==> src/urd_regs.svh <==
`ifndef URD_REGS_SVH
`define URD_REGS_SVH

// ==========================================================
// register locations on the three address lines
`define URD_ADDR_HOLD 3'h0
`define URD_ADDR_IE 3'h1
`define URD_ADDR_STAT 3'h2
`define URD_ADDR_LINE 3'h3
`define URD_ADDR_MODEM 3'h4
`define URD_ADDR_LSTAT 3'h5
`define URD_ADDR_MSTAT 3'h6
`define URD_ADDR_SCRATCH 3'h7

// ==========================================================
// access keys and steering bits
`define URD_ENH_KEY 8'hbf
`define URD_DIV_BIT 7
`define URD_ENH_BIT 4
`define URD_PAGE_BIT 6
`define URD_DIV_ZERO 8'h00

// ==========================================================
// writable and enhanced bit masks
`define URD_IE_WR_MASK 8'h3f
`define URD_IE_ENH_MASK 8'hf0
`define URD_FIFO_ENH_MASK 8'h30
`define URD_STAT_ENH_MASK 6'h30
`define URD_MC_WR_MASK 8'hfb
`define URD_MC_ENH_MASK 8'he0
`define URD_FRAC_MASK 8'h0f
`define URD_MODE_WR_MASK 8'hf3
`define URD_EF_WR_MASK 8'h3f

// ==========================================================
// reset values and interrupt source codes
`define URD_RST_BYTE 8'h00
`define URD_INT_NONE 6'h01
`define URD_INT_LINE 6'h06
`define URD_INT_RXD 6'h04
`define URD_INT_TXE 6'h02
`define URD_INT_MODEM 6'h00
`define URD_INT_XOFF 6'h10

`endif

==> src/urd_pkg.sv <==
package urd_pkg;
  typedef enum logic [4:0] {
    sel_rx_hold, sel_tx_hold, sel_div_low, sel_div_high, sel_div_frac,
    sel_rev_code, sel_id_code, sel_int_enable, sel_int_status, sel_fifo_ctl,
    sel_line_ctl, sel_modem_ctl, sel_line_stat, sel_modem_stat, sel_scratch,
    sel_level, sel_mode_sel, sel_trigger, sel_feature, sel_enh_func,
    sel_resume_one, sel_resume_two, sel_pause_one, sel_pause_two, sel_none
  } urd_sel_t;
endpackage

==> src/urd_sync.sv <==
module urd_sync #(
  parameter int WIDTH = 1,
  parameter logic [WIDTH-1:0] RST_VAL = '0
) (
  input wire logic clk_sys,
  input wire logic sys_rst,
  input wire logic [WIDTH-1:0] d_in,
  output logic [WIDTH-1:0] q_out
);
  logic [WIDTH-1:0] meta_q;

  always_ff @(posedge clk_sys) begin
    if (sys_rst) begin
      meta_q <= RST_VAL;
      q_out <= RST_VAL;
    end else begin
      meta_q <= d_in;
      q_out <= meta_q;
    end
  end
endmodule

==> src/urd_fifo.sv <==
module urd_fifo #(
  parameter int WIDTH = 8,
  parameter int DEPTH = 32,
  parameter int CW = $clog2(DEPTH) + 1
) (
  input wire logic clk_sys,
  input wire logic sys_rst,
  input wire logic flush,
  input wire logic in_valid,
  input wire logic [WIDTH-1:0] in_data,
  output logic in_ready,
  output logic out_valid,
  input wire logic out_ready,
  output logic [WIDTH-1:0] out_data,
  output logic [CW-1:0] count
);
  localparam int PW = $clog2(DEPTH);
  logic [WIDTH-1:0] mem [DEPTH];
  logic [PW-1:0] wr_ptr_q;
  logic [PW-1:0] rd_ptr_q;
  logic [CW-1:0] count_d;
  logic push;
  logic pop;

  assign push = in_valid & in_ready;
  assign pop = out_valid & out_ready;
  assign out_data = mem[rd_ptr_q];

  always_comb begin
    count_d = count;
    if (flush) begin
      count_d = '0;
    end else if (push && !pop) begin
      count_d = count + CW'(1);
    end else if (pop && !push) begin
      count_d = count - CW'(1);
    end
  end

  // ready and valid are registered so the top drives them straight from flops
  always_ff @(posedge clk_sys) begin
    if (sys_rst) begin
      count <= '0;
      in_ready <= 1'b1;
      out_valid <= 1'b0;
    end else begin
      count <= count_d;
      in_ready <= count_d != CW'(DEPTH);
      out_valid <= count_d != '0;
    end
  end

  always_ff @(posedge clk_sys) begin
    if (sys_rst || flush) begin
      wr_ptr_q <= '0;
      rd_ptr_q <= '0;
    end else begin
      if (push) begin
        wr_ptr_q <= wr_ptr_q + PW'(1);
      end
      if (pop) begin
        rd_ptr_q <= rd_ptr_q + PW'(1);
      end
    end
  end

  always_ff @(posedge clk_sys) begin
    if (push && !flush) begin
      mem[wr_ptr_q] <= in_data;
    end
  end
endmodule

==> src/urd_top.sv <==
`include "urd_regs.svh"

module urd_top
  import urd_pkg::*;
#(
  parameter logic [7:0] REV_CODE = 8'h11,
  parameter logic [7:0] ID_CODE = 8'h22
) (
  input wire logic clk_sys,
  input wire logic sys_rst,
  input wire logic cs_n,
  input wire logic rd_n,
  input wire logic wr_n,
  input wire logic [2:0] addr,
  input wire logic [7:0] data_in,
  output logic [7:0] data_out,
  output logic data_oe,
  input wire logic [7:0] rx_byte,
  input wire logic rx_valid,
  output logic rx_ready,
  output logic [7:0] tx_byte_q,
  output logic tx_load_q,
  input wire logic [5:0] tx_level,
  input wire logic [7:1] line_flags,
  input wire logic xoff_seen,
  input wire logic cts_n,
  input wire logic dsr_n,
  input wire logic ri_n,
  input wire logic cd_n,
  output logic dtr_n_q,
  output logic rts_n_q,
  output logic [15:0] divisor_q,
  output logic [3:0] div_fraction_q,
  output logic [7:0] line_control_q,
  output logic [7:0] fifo_control_q,
  output logic [7:0] modem_control_q,
  output logic [7:0] int_enable_q,
  output logic [7:0] feature_control_q,
  output logic [7:0] enhanced_function_q,
  output logic [7:0] mode_select_q,
  output logic [7:0] trigger_level_q,
  output logic trigger_load_q,
  output logic [7:0] resume_one_q,
  output logic [7:0] resume_two_q,
  output logic [7:0] pause_one_q,
  output logic [7:0] pause_two_q,
  output logic rx_fifo_flush_q,
  output logic tx_fifo_flush_q
);
  // ==========================================================
  // decode
  function automatic urd_sel_t decode(input logic [2:0] a, input logic rd,
                                      input logic [7:0] lc, input logic enh,
                                      input logic page, input logic div_zero);
    urd_sel_t s;
    logic dv;
    s = sel_none;
    dv = lc[`URD_DIV_BIT];
    if (lc == `URD_ENH_KEY) begin
      case (a)
        `URD_ADDR_HOLD: s = rd ? sel_level : sel_trigger;
        `URD_ADDR_IE: s = sel_feature;
        `URD_ADDR_STAT: s = sel_enh_func;
        `URD_ADDR_LINE: s = sel_line_ctl;
        `URD_ADDR_MODEM: s = sel_resume_one;
        `URD_ADDR_LSTAT: s = sel_resume_two;
        `URD_ADDR_MSTAT: s = sel_pause_one;
        default: s = sel_pause_two;
      endcase
    end else begin
      case (a)
        `URD_ADDR_HOLD: begin
          if (dv) begin
            s = (rd && div_zero) ? sel_rev_code : sel_div_low;
          end else begin
            s = rd ? sel_rx_hold : sel_tx_hold;
          end
        end
        `URD_ADDR_IE: begin
          if (dv) begin
            s = (rd && div_zero) ? sel_id_code : sel_div_high;
          end else begin
            s = sel_int_enable;
          end
        end
        `URD_ADDR_STAT: begin
          if (dv && enh) begin
            s = sel_div_frac;
          end else begin
            s = rd ? sel_int_status : sel_fifo_ctl;
          end
        end
        `URD_ADDR_LINE: s = sel_line_ctl;
        `URD_ADDR_MODEM: s = sel_modem_ctl;
        `URD_ADDR_LSTAT: s = rd ? sel_line_stat : sel_none;
        `URD_ADDR_MSTAT: s = rd ? sel_modem_stat : sel_none;
        default: begin
          if (page) begin
            s = rd ? sel_level : sel_mode_sel;
          end else begin
            s = sel_scratch;
          end
        end
      endcase
    end
    return s;
  endfunction

  // ==========================================================
  // pin synchronisers and strobe edges
  // address and data pass the same two flops as the strobes, so they must
  // be stable at least two clocks before the strobe goes active
  logic [13:0] bus_s;
  logic [3:0] modem_s;
  logic act_cs;
  logic rd_act;
  logic wr_act;
  logic rd_prev_q;
  logic wr_prev_q;
  logic rd_go;
  logic wr_go;
  logic [2:0] a_s;
  logic [7:0] d_s;

  urd_sync #(.WIDTH(14), .RST_VAL(14'h3800)) u_bus_sync (
    .clk_sys(clk_sys),
    .sys_rst(sys_rst),
    .d_in({cs_n, rd_n, wr_n, addr, data_in}),
    .q_out(bus_s)
  );

  urd_sync #(.WIDTH(4), .RST_VAL(4'hf)) u_modem_sync (
    .clk_sys(clk_sys),
    .sys_rst(sys_rst),
    .d_in({cd_n, ri_n, dsr_n, cts_n}),
    .q_out(modem_s)
  );

  assign act_cs = ~bus_s[13];
  assign rd_act = act_cs & ~bus_s[12];
  assign wr_act = act_cs & ~bus_s[11];
  assign a_s = bus_s[10:8];
  assign d_s = bus_s[7:0];
  assign rd_go = rd_act & ~rd_prev_q;
  assign wr_go = wr_act & ~wr_prev_q & ~rd_act;

  always_ff @(posedge clk_sys) begin
    if (sys_rst) begin
      rd_prev_q <= 1'b1;
      wr_prev_q <= 1'b1;
      data_oe <= 1'b0;
    end else begin
      rd_prev_q <= rd_act;
      wr_prev_q <= wr_act;
      data_oe <= rd_act;
    end
  end

  // ==========================================================
  // shared state
  logic enh;
  logic div_zero;
  urd_sel_t rd_sel;
  urd_sel_t wr_sel;
  logic [7:0] scratch_q;
  logic [3:0] delta_q;
  logic [3:0] level_prev_q;
  logic [3:0] level_now;
  logic [5:0] rx_count;
  logic [7:0] rx_head;
  logic rx_has;
  logic rx_pop_q;
  logic [7:0] fifo_level;
  logic [5:0] int_src;
  logic [7:0] rd_val;

  assign enh = enhanced_function_q[`URD_ENH_BIT];
  assign div_zero = divisor_q == {`URD_DIV_ZERO, `URD_DIV_ZERO};
  assign rd_sel = decode(a_s, 1'b1, line_control_q, enh,
                         feature_control_q[`URD_PAGE_BIT], div_zero);
  assign wr_sel = decode(a_s, 1'b0, line_control_q, enh,
                         feature_control_q[`URD_PAGE_BIT], div_zero);
  assign level_now = ~modem_s;
  // mode select bit 0 picks the transmit count, otherwise the receive count
  assign fifo_level = mode_select_q[0] ? {2'h0, tx_level} : {2'h0, rx_count};

  // ==========================================================
  // receive fifo
  urd_fifo #(.WIDTH(8), .DEPTH(32)) u_rx_fifo (
    .clk_sys(clk_sys),
    .sys_rst(sys_rst),
    .flush(rx_fifo_flush_q),
    .in_valid(rx_valid),
    .in_data(rx_byte),
    .in_ready(rx_ready),
    .out_valid(rx_has),
    .out_ready(rx_pop_q),
    .out_data(rx_head),
    .count(rx_count)
  );

  // ==========================================================
  // interrupt source, highest priority first
  always_comb begin
    int_src = `URD_INT_NONE;
    if (int_enable_q[2] && (|line_flags[4:1] || line_flags[7])) begin
      int_src = `URD_INT_LINE;
    end else if (int_enable_q[0] && rx_has) begin
      int_src = `URD_INT_RXD;
    end else if (int_enable_q[1] && line_flags[5]) begin
      int_src = `URD_INT_TXE;
    end else if (int_enable_q[3] && |delta_q) begin
      int_src = `URD_INT_MODEM;
    end else if (int_enable_q[5] && xoff_seen) begin
      int_src = `URD_INT_XOFF;
    end
    if (!enh) begin
      int_src = int_src & ~`URD_STAT_ENH_MASK;
    end
  end

  // ==========================================================
  // read mux
  always_comb begin
    case (rd_sel)
      sel_rx_hold: rd_val = rx_head;
      sel_div_low: rd_val = divisor_q[7:0];
      sel_div_high: rd_val = divisor_q[15:8];
      sel_div_frac: rd_val = {4'h0, div_fraction_q};
      sel_rev_code: rd_val = REV_CODE;
      sel_id_code: rd_val = ID_CODE;
      sel_int_enable: rd_val = int_enable_q & (enh ? 8'hff : ~`URD_IE_ENH_MASK);
      sel_int_status: rd_val = {{2{fifo_control_q[0]}}, int_src};
      sel_line_ctl: rd_val = line_control_q;
      sel_modem_ctl: rd_val = modem_control_q & (enh ? 8'hff : ~`URD_MC_ENH_MASK);
      sel_line_stat: rd_val = {line_flags, rx_has};
      sel_modem_stat: rd_val = {level_now, delta_q};
      sel_scratch: rd_val = scratch_q;
      sel_level: rd_val = fifo_level;
      sel_feature: rd_val = feature_control_q;
      sel_enh_func: rd_val = enhanced_function_q;
      sel_resume_one: rd_val = resume_one_q;
      sel_resume_two: rd_val = resume_two_q;
      sel_pause_one: rd_val = pause_one_q;
      sel_pause_two: rd_val = pause_two_q;
      default: rd_val = `URD_RST_BYTE;
    endcase
  end

  always_ff @(posedge clk_sys) begin
    if (sys_rst) begin
      data_out <= `URD_RST_BYTE;
      rx_pop_q <= 1'b0;
    end else begin
      rx_pop_q <= rd_go && rd_sel == sel_rx_hold && rx_has;
      if (rd_go) begin
        data_out <= rd_val;
      end
    end
  end

  // ==========================================================
  // standard configuration registers
  always_ff @(posedge clk_sys) begin
    if (sys_rst) begin
      divisor_q <= {`URD_RST_BYTE, `URD_RST_BYTE};
      div_fraction_q <= 4'h0;
      line_control_q <= `URD_RST_BYTE;
      int_enable_q <= `URD_RST_BYTE;
      fifo_control_q <= `URD_RST_BYTE;
      modem_control_q <= `URD_RST_BYTE;
      scratch_q <= `URD_RST_BYTE;
      mode_select_q <= `URD_RST_BYTE;
      dtr_n_q <= 1'b1;
      rts_n_q <= 1'b1;
    end else if (wr_go) begin
      case (wr_sel)
        sel_div_low: divisor_q[7:0] <= d_s;
        sel_div_high: divisor_q[15:8] <= d_s;
        sel_div_frac: div_fraction_q <= d_s[3:0];
        sel_line_ctl: line_control_q <= d_s;
        sel_int_enable: begin
          int_enable_q <= d_s & (enh ? `URD_IE_WR_MASK
                                     : (`URD_IE_WR_MASK & ~`URD_IE_ENH_MASK));
        end
        sel_fifo_ctl: begin
          // the two reset bits act as pulses and are not kept
          fifo_control_q <= d_s & ~8'h06 & (enh ? 8'hff : ~`URD_FIFO_ENH_MASK);
        end
        sel_modem_ctl: begin
          modem_control_q <= d_s & `URD_MC_WR_MASK
                             & (enh ? 8'hff : ~`URD_MC_ENH_MASK);
          dtr_n_q <= ~d_s[0];
          rts_n_q <= ~d_s[1];
        end
        sel_scratch: scratch_q <= d_s;
        sel_mode_sel: mode_select_q <= d_s & `URD_MODE_WR_MASK;
        default: begin
        end
      endcase
    end
  end

  // ==========================================================
  // enhanced page registers
  always_ff @(posedge clk_sys) begin
    if (sys_rst) begin
      feature_control_q <= `URD_RST_BYTE;
      enhanced_function_q <= `URD_RST_BYTE;
      trigger_level_q <= `URD_RST_BYTE;
      resume_one_q <= `URD_RST_BYTE;
      resume_two_q <= `URD_RST_BYTE;
      pause_one_q <= `URD_RST_BYTE;
      pause_two_q <= `URD_RST_BYTE;
    end else if (wr_go) begin
      case (wr_sel)
        sel_feature: feature_control_q <= d_s;
        sel_enh_func: enhanced_function_q <= d_s & `URD_EF_WR_MASK;
        sel_trigger: trigger_level_q <= d_s;
        sel_resume_one: resume_one_q <= d_s;
        sel_resume_two: resume_two_q <= d_s;
        sel_pause_one: pause_one_q <= d_s;
        sel_pause_two: pause_two_q <= d_s;
        default: begin
        end
      endcase
    end
  end

  // ==========================================================
  // one-cycle strobes toward the serial engines
  always_ff @(posedge clk_sys) begin
    if (sys_rst) begin
      tx_byte_q <= `URD_RST_BYTE;
      tx_load_q <= 1'b0;
      trigger_load_q <= 1'b0;
      rx_fifo_flush_q <= 1'b0;
      tx_fifo_flush_q <= 1'b0;
    end else begin
      tx_load_q <= wr_go && wr_sel == sel_tx_hold;
      trigger_load_q <= wr_go && wr_sel == sel_trigger;
      rx_fifo_flush_q <= wr_go && wr_sel == sel_fifo_ctl && d_s[1];
      tx_fifo_flush_q <= wr_go && wr_sel == sel_fifo_ctl && d_s[2];
      if (wr_go && wr_sel == sel_tx_hold) begin
        tx_byte_q <= d_s;
      end
    end
  end

  // ==========================================================
  // modem input change flags
  // a change in the same cycle as the clearing read survives the clear
  always_ff @(posedge clk_sys) begin
    if (sys_rst) begin
      level_prev_q <= 4'h0;
      delta_q <= 4'h0;
    end else begin
      level_prev_q <= level_now;
      if (rd_go && rd_sel == sel_modem_stat) begin
        delta_q <= level_now ^ level_prev_q;
      end else begin
        delta_q <= delta_q | (level_now ^ level_prev_q);
      end
    end
  end
endmodule

==> config.mk <==
export PLATFORM = sky130hd
export DESIGN_NAME = urd_top
export DESIGN_NICKNAME = d
export VERILOG_FILES = /design/src/urd_pkg.sv /design/src/urd_sync.sv /design/src/urd_fifo.sv /design/src/urd_top.sv
export VERILOG_INCLUDE_DIRS = /design/src
export SDC_FILE = /design/constraint.sdc
export NUM_CORES = 1
export LEC_CHECK = 0
export BUFFER_PORTS_ARGS = -buffer_cell sky130_fd_sc_hd__clkbuf_2
export CELL_PAD_IN_SITES_DETAIL_PLACEMENT = 1
export CELL_PAD_IN_SITES_GLOBAL_PLACEMENT = 2
export CORE_ASPECT_RATIO = 0.9
export CORE_MARGIN = 4
export CORE_UTILIZATION = 37
export DETAILED_ROUTE_END_ITERATION = 12
export GPL_ROUTABILITY_DRIVEN = 0
export PLACE_DENSITY_LB_ADDON = 0.1
export SYNTH_ARGS = -nofsm -noshare
export SYNTH_HDL_FRONTEND = slang
export SYNTH_SLANG_ARGS = --single-unit
==> constraint.sdc <==
create_clock -name clk_sys -period 2.5 [get_ports clk_sys]
set_clock_uncertainty 0.1 [all_clocks]
set_input_delay 0 -clock clk_sys [delete_from_list [all_inputs] [get_ports clk_sys]]
set_output_delay 0 -clock clk_sys [all_outputs]
set_load 0.01 [all_outputs]
==> results of run 1 <==
## worst paths after layout
path | cells after the start | to | from | slack [ps]
setup / recovery | 9 | data_out[6] | flop | -190
hold reg to reg | 1 | u_modem_sync.q_out[3] | u_modem_sync.meta_q[3] | 310
setup reg to reg | 9 | data_out[6] | flop | -190
hold / removal | 1 | u_rx_fifo.mem[1][2] | rx_byte[2] | 20
## cells in the final DEF, fill, tap and decap left out, types with 45 or more instances in the layout
cell type        n
buf_4          269
edfxtp_1       256
dfxtp_1        191
nor2_1         176
clkbuf_2       172
mux2i_1         96
nand2_1         80
mux4_2          65
dlygate4sd3_1   52
clkbuf_16       50
a21oi_1         46
buf_6           45
## kinds of logic (layout without fill, tap and decap cells)
family                     after synthesis  count (layout)  synth area share
DFF                                    464             464             0.617
xor gates and xnor gates                18              18           0.00820
muxes                                  192             192             0.144
buffers and inverters                  118             674            0.0302
and+or+nand+nor                        470             471             0.122
AOI/OAI and AO/OA                      200             200            0.0746
other                                    1               9          0.000195
adders and majority gates                7               7           0.00456
## flip-flops by register name, summed over array words and instances (netlist names), 5 cells and up, named ones only
| name | count |
|---|---|
| trigger_level_q | 8 |
| u_rx_fifo.rd_ptr_q | 5 |
| tx_byte_q | 8 |
| modem_control_q | 7 |
| fifo_control_q | 6 |
| enhanced_function_q | 6 |
| u_rx_fifo.mem | 256 |
| divisor_q | 16 |
| int_enable_q | 6 |
| u_rx_fifo.count | 6 |
| line_control_q | 8 |
| scratch_q | 8 |
| u_bus_sync.meta_q | 14 |
| resume_one_q | 8 |
| u_bus_sync.q_out | 14 |
| mode_select_q | 6 |
| pause_two_q | 8 |
| u_rx_fifo.wr_ptr_q | 5 |
| feature_control_q | 8 |
| resume_two_q | 8 |
| pause_one_q | 8 |
| data_out | 8 |
## worst max-delay path, cell delays in order, from the launching register on
cell      delay (ps)
dfxtp_4          410
buf_12           120
buf_12           120
buf_12           110
mux4_2           490
mux2_4           290
o211ai_1         270
nand4_1          310
a21oi_2          210
a311oi_1         100
## cell usage after synthesis (all sizes together) (11+ instances only)
library cell	instances
nor2	180
clkbuf	52
o21ai	25
a22oi	19
edfxtp	256
inv	11
a211oi	11
nor3	14
nand4	14
and2	14
a21oi	58
nor4	11
mux4	65
mux2i	107
mux2	20
nand2	88
dfxtp	208
buf	54
or2	17
nor2b	30
nand3	46
## cell type report
class | instances | area (µm²) | share of cell area
well taps | 680 | 851 | 0.0318
repair buffers | 570 | 4530 | 0.169
flip-flops and latches | 464 | 11900 | 0.445
clock inverters | 33 | 429 | 0.0161
multi-input cells | 897 | 7710 | 0.288
clock buffers | 59 | 1280 | 0.0480
inverters | 12 | 45.0 | 0.00168
## metrics by stage
step	cell area [µm²]	cells	setup slack [ps]
floorplan	19300	1478	-57.8
global placement	22800	2508	-702
detailed placement	22800	2508	-648
CTS	26000	2685	-229
global route	26700	2715	-278
finish	26700	2715	-189
## routing by layer
| layer | vias up | wire length [µm] | share of wire |
|---|---|---|---|
| met5 | - | 0 | 0 |
| met4 | 0 | 2390 | 0.035 |
| met3 | 115 | 3160 | 0.046 |
| met2 | 356 | 34200 | 0.50 |
| met1 | 7387 | 29000 | 0.42 |
| li1 | 6557 | - | - |
## what timing repair did
action                                  in CTS  in global routing
hold endpoints to repair                   352                  0
resized for setup                          151                121
pin swaps                                   43                 59
hold buffers                                53                  0
setup buffers                               35                 34
gates cloned                                 1                  2
endpoints found under the setup margin     117                123
## power groups by stage
stage	sequential, W	combinational [W]	clock [W]
2_1_floorplan	0.00831	0.000329	0
3_3_place_gp	0.00832	0.000662	0
3_5_place_dp	0.00833	0.000672	0
4_1_cts	0.00816	0.000799	0.00790
5_1_grt	0.00816	0.000921	0.00825
6_report	0.00816	0.000863	0.00773
==> results.tsv, run 1 <==
metric	value	unit
grt_pass1_wl	99.2	mm
grt.busiest_layer	met2	
wl	68.8	mm
port_buffers	173	
vias	14400	
hpwl	48.1	mm
syn_inst	1470	
cts_root_buf	clkbuf_16	
antenna_found_initial	0	
gr-usage-met2	0.408	
finalPower	0.0168	W
die_area	55700	µm²
drc	0	
synth_seq_cells	464	
p_switching	0.00374	W
min_period	2690	ps
syn_to_final_growth	39.1	%
clkTransAtPathRegs	60	ps
tns	-2850	ps
core	50900	µm²
die_w	248	µm
viasPerCell	5.31	
ir_worst_vdd	0.609	mV
syn_area	19200	µm²
timing.final.crit_share	1.08	
grt_pass1_vias	15000	
max_slew_margin	0.491	
holdCritPathClass	in -> reg	
power_density	627	nW/µm²
insertion_delay	630	ps
p_comb_frac	0.051	
grtUsageTotal	0.240	
hold_viol	0	
violations	negative setup slack	
wl_per_cell	25.3	µm
async_reset_ff_frac	0	
yosys_warnings	0	
cts_buffers	49	
pin_count	183	
rsz0062_at_grt	true	
drt-pass1-iter-count	6	
critPathLaunchType	flop	
p_clk_frac	0.461	
setup_viol	24	
cp_max_fo	5	
end_kind	flop	
clock_path_buffers	3	
synth_top_area_cell	edfxtp_1	
path_class	reg -> reg	
worst_slew_pin_slew	744	ps
use_met1	0.316	
grt_overflow	0	
cts.sinks	464	
synth_flop_cell	edfxtp_1	
outcome	complete, but fails checks	
die_y	224	µm
max-cap-violations	0	
final_util	0.525	
ant_nets	0	
ys_seq_area_frac	0.617	
fmaxAchievable	372	MHz
slew_violations	0	
synth_top_area_share	0.400	
antenna_cells	0	
required	2860	ps
synth_area_leaders	edfxtp_1, dfxtp_1, mux4_2, mux2i_1, nor2_1	
switching_share	0.223	
p_int	0.0130	W
drive_gt1_frac	0.421	
synth_cell_type_count	89	
start_util	0.377	
met3_usage	0.0367	
seqPwrFrac	0.487	
drt-initial-drc-count	925	
grt_max_degree	62	
layout.nets	2044	
cts_tree	yes	
synth_edf_count	256	
htree_levels	2	
crit_arrival	3050	ps
fin_ws	-189	ps
syn_avg_cell_area	13.1	µm²
power_leakage	10.1	nW
core.rowCount	78	
whs	18.3	ps
fillerInstances	5213	
Power figures use the tool's default switching activity.
==> run 2, diff against run 1 <==
- MAX_ROUTING_LAYER: not set -> met4
==> results.tsv, run 2 (synthesis gave the netlist of run 1 again) <==
metric	value	unit
drt-initial-drc-count	913	
pin_count	183	
reg2reg_slack	-170	ps
crit_arrival	3080	ps
cts_buffers	49	
core.rowCount	78	
drc	0	
syn_to_final_growth	38.5	%
min_period	2670	ps
insertion_delay	620	ps
max_slew_margin	0.489	
grt_pass1_vias	15000	
end_kind	flop	
grt_pass1_wl	99.3	mm
worstHoldStart	wr_n	
cts_root_buf	clkbuf_16	
rsz0062_at_grt	true	
fmaxAchievable	374	MHz
core	50900	µm²
max-cap-violations	0	
multi_input_comb_area	7660	µm²
reg2reg_from	divisor_q[4]	
cts.sinks	464	
required	2900	ps
fin_ws	-173	ps
rr_worst_depth	8	
worst_slew_pin_slew	748	ps
hold_viol	0	
setup_viol	24	
critPathLaunchType	flop	
clkTransAtPathRegs	70	ps
regMostFlops	u_rx_fifo.mem	
violations	negative setup slack	
antenna_cells	0	
worstHoldPathCells	3	
power_density	629	nW/µm²
register_area	11900	µm²
slew_violations	0	
timing.final.crit_share	1.07	
clock_path_buffers	3	
start_util	0.377	
viasPerCell	5.33	
cp_max_fo	4	
ant_nets	0	
hpwl	48.1	mm
cts_tree	yes	
wl_per_cell	25.2	µm
port_buffers	173	
dp_cells	2508	
htree_levels	2	
drive_gt1_frac	0.420	
antenna_found_initial	0	
outcome	complete, but fails checks	
hold_path_end	u_bus_sync.meta_q[11]	
wl	68.3	mm
grtUsageTotal	0.248	
fillerInstances	5221	
layout.nets	2040	
path_class	reg -> reg	
final_common_cell	buf_4	
vias	14500	
die_w	248	µm
holdCritPathClass	in -> reg	
mostFrequentLayoutCells	buf_4, edfxtp_1, dfxtp_1	
die_area	55700	µm²
power_leakage	10.1	nW
largest_register_ffs	256	
final_cells	2711	
reg_top3	u_rx_fifo.mem x256, divisor_q x16	
grt_overflow	0	
grt_max_degree	62	
ir_worst_vdd	0.610	mV
drt-pass1-iter-count	7	
rr_endpoint	data_out[4]	
die_y	224	µm
dpl_worst_slack	-648	ps
run 2: power breakdown:
part           total [W]  switching (W)  leakage (nW)  internal (W)
sequential       0.00816      0.0000538          4.00       0.00811
clock            0.00773        0.00319         0.844       0.00454
combinational   0.000854       0.000489          5.24      0.000365
total             0.0167        0.00374          10.1        0.0130
run 2: area by class of cell:
cell class / instances / area share
flip-flops and latches: 464 / 0.447
multi-input cells: 897 / 0.288
repair buffers: 566 / 0.168
clock buffers: 59 / 0.0482
well taps: 680 / 0.0320
clock inverters: 33 / 0.0161
inverters: 12 / 0.00169
run 2: per-stage QoR:
| stage | hold WS [ps] | instance area [µm²] | TNS, ps | utilization | power [W] |
|---|---|---|---|---|---|
| 3_3_place_gp | 91.1 | 22800 | -16460 | 0.448 | 0.00899 |
| 4_1_cts | 4.64 | 26000 | -1990 | 0.510 | 0.0169 |
| 6_report | 31.6 | 26600 | -3020 | 0.523 | 0.0167 |
| 2_1_floorplan | -1.13 | 19300 | -283 | - | 0.00863 |
| 5_1_grt | 32.9 | 26600 | -4730 | 0.523 | 0.0173 |
| 3_5_place_dp | 94.3 | 22800 | -18810 | 0.448 | 0.00900 |
run 2: layer usage:
| layer | vias to the layer above | GRT usage | part of all wire |
|---|---|---|---|
| li1 | 6543 | - | - |
| met1 | 7415 | 0.316 | 0.42 |
| met2 | 371 | 0.408 | 0.49 |
| met3 | 123 | 0.0370 | 0.047 |
| met4 | 0 | 0.0847 | 0.037 |
| met5 | - | - | 0 |
run 2: repair_timing:
item | in CTS | in global routing
buffers inserted | 35 | 29
setup endpoints to repair | 117 | 123
gates resized for setup | 151 | 103
pin swaps | 43 | 48
hold endpoints to repair | 352 | 0
cloned | 1 | 3
hold buffers | 53 | 0
run 2: worst max-delay path, stage by stage (launching register included):
cell and delay [ps]:
dfxtp_1 330, nor4_4 300, nand4_1 190, buf_6 180
o311ai_2 280, o21a_1 230, mux2_2 350, a211o_1 300
o41a_1 300
run 2: how the worst max path moves through the flow:
stage	depth (start not counted)	endpoint	from	slack (ps)
after floorplan	7	data_out[4]	divisor_q[2]	-60
after global placement	9	data_out[7]	flop	-700
after detailed placement	9	data_out[7]	flop	-650
after CTS	9	data_out[6]	flop	-230
after global routing	11	data_out[6]	flop	-260
final	8	data_out[4]	divisor_q[4]	-170
==> run 3, diff against run 2 <==
- SYNTH_HIERARCHICAL: not set -> 1
==> results.tsv, run 3 <==
metric	value	unit
grtUsageTotal	0.231	
ir_worst_vdd	0.467	mV
fin_area	26800	µm²
synth_edf_count	256	
synth_top_area_share	0.394	
die_area	56400	µm²
place_area	23000	µm²
port_buffers	173	
start_util	0.376	
yosys_warnings	6	
synth_cell_type_count	102	
power_leakage	10.1	nW
clock_path_buffers	3	
multi_input_comb_area	7850	µm²
grt_max_degree	162	
drt-pass1-iter-count	5	
critPathLaunchType	flop	
ant_nets	0	
final_common_cell	edfxtp_1	
regMostFlops	u_rx_fifo/mem	
syn_inst	1521	
syn_to_final_growth	37.6	%
worstHoldStart	xoff_seen	
violations	negative setup slack	
hold_viol	0	
fillerInstances	5296	
mostFrequentLayoutCells	edfxtp_1, buf_4, dfxtp_1	
final_cells	2743	
wl	65.8	mm
register_area	11900	µm²
cts_root_buf	clkbuf_16	
core	51900	µm²
cp_cell_sequence	buf_12, buf_4, buf_6, mux4_2, a22o_1, nor3_2, a31oi_2, a22o_1, a21oi_2, o21ai_2, a2111oi_4, buf_4, o311a_1, a311oi_1	
core.rowCount	79	
antenna_found_initial	0	
die_w	250	µm
drive_gt1_frac	0.386	
grt_pass1_vias	14900	
syn_avg_cell_area	12.8	µm²
timing.final.crit_share	1.27	
drt-initial-drc-count	991	
insertion_delay	590	ps
htree_levels	2	
dp_cells	2550	
final_util	0.517	
outcome	complete, but fails checks	
slew_violations	0	
clkTransAtPathRegs	60	ps
end_kind	flop	
cp_num_buf_inv	4	
fmaxAchievable	315	MHz
cts_buffers	49	
die_y	226	µm
netlist_top_cells_count	edfxtp_1, dfxtp_1, nor2_1	
wl_per_cell	24.0	µm
synth_seq_cells	464	
rsz0062_at_grt	true	
fin_ws	-679	ps
antenna_cells	0	
drc	0	
finalPower	0.0168	W
min_period	3180	ps
worst_slew_pin_slew	1060	ps
cts.sinks	464	
hpwl	46.8	mm
cts_tree	yes	
synth_area_leaders	edfxtp_1, dfxtp_1, mux2i_1, mux4_2, nor2_1	
cp_top_family	compound AO/OA/AOI/OAI gates	
grt_overflow	0	
cp_max_fo	8	
ys_seq_area_frac	0.608	
vias	14500	
required	2840	ps
max-cap-violations	0	
grt_pass1_wl	96.4	mm
layout.nets	2066	
synth_top_area_cell	edfxtp_1	
largest_register_ffs	256	
viasPerCell	5.29	
crit_slowest_cell	mux4_2	
pin_count	183	
syn_area	19500	µm²
yosysMostFrequentCell	edfxtp_1	
max_slew_margin	0.290	
crit_arrival	3520	ps
path_class	reg -> reg	
setup_viol	99	
reg_top3	u_rx_fifo/mem x256, divisor_q x16	
holdCritPathClass	in -> reg	
async_reset_ff_frac	0	
power_density	628	nW/µm²
synth_flop_cell	edfxtp_1	
cpPeakStageDelay	480	ps
==> run 3: cell types whose count changed after synthesis, moves of 12 or more <==
cell / change
a21oi_1: +20
a221oi_1: +13
a22o_1: +17
clkbuf_1: -13
mux2_2: -15
mux2i_1: +12
mux4_2: -17
nand2_1: +14
nand3_1: +17
nor2_1: -26
or2_1: +16
or2_2: -17
==> run 3: cells by family after synthesis <==
kind of cell               synth area share
AOI/OAI and AO/OA                    0.0997
adders and majority gates           0.00449
DFF                                   0.608
muxes                                 0.119
and+or+nand+nor                       0.127
other                              0.000192
buffers and inverters                0.0338
xor gates and xnor gates            0.00764
==> run 3: worst reg2reg max path, cell delays in order, from the launching register on <==
cell and delay (ps):
dfxtp_4 440, buf_12 140, buf_4 100, buf_6 90
mux4_2 480, a22o_1 290, nor3_2 210, a31oi_2 70
a22o_1 230, a21oi_2 140, o21ai_2 100, a2111oi_4 240
buf_4 180, o311a_1 150, a311oi_1 70
==> run 3: metal layers <==
layer / GRT usage / vias up / routed length [µm]
met5: - / - / 0
met4: 0.0481 / 0 / 1050
met3: 0.0328 / 77 / 3270
met2: 0.339 / 331 / 29300
met1: 0.345 / 7393 / 32100
li1: - / 6706 / -
==> run 3: worst paths after layout <==
path                            depth (start not counted)              endpoint  slack, ps
worst max-delay path                                   14           data_out[0]       -680
worst min-delay path                                    5           data_out[4]         50
worst max register to register                         14           data_out[0]       -680
worst min register to register                          1  u_bus_sync/q_out[11]        300
==> run 3: metrics by stage <==
step                TNS (ps)  setup WS [ps]  hold WS (ps)
finish                -10670           -679          52.3
global route          -18220           -848          60.1
CTS                    -5320           -778          28.6
detailed placement    -32160           -844          82.9
global placement      -27600           -725          79.0
floorplan               -649           -229         -28.4
==> run 3: power breakdown <==
group	internal, W	switching [W]	total, W
Clock	0.00472	0.00306	0.00778
Sequential	0.00810	0.0000643	0.00817
Combinational	0.000374	0.000516	0.000889
==> run 3: area by class of cell <==
| type | instances | share of cell area |
|---|---|---|
| clock buffers | 61 | 0.0481 |
| clock inverters | 29 | 0.0161 |
| inverters | 9 | 0.00126 |
| multi-input cells | 945 | 0.293 |
| flip-flops and latches | 464 | 0.443 |
| well taps | 688 | 0.0321 |
| repair buffers | 547 | 0.166 |
==> run 3: repair_timing <==
action,in CTS,in global routing
hold buffers,49,0
setup buffers,24,28
hold endpoints to repair,110,0
setup endpoints to repair,133,105
gates cloned,1,1
pin swaps,27,73
gates resized for setup,64,164
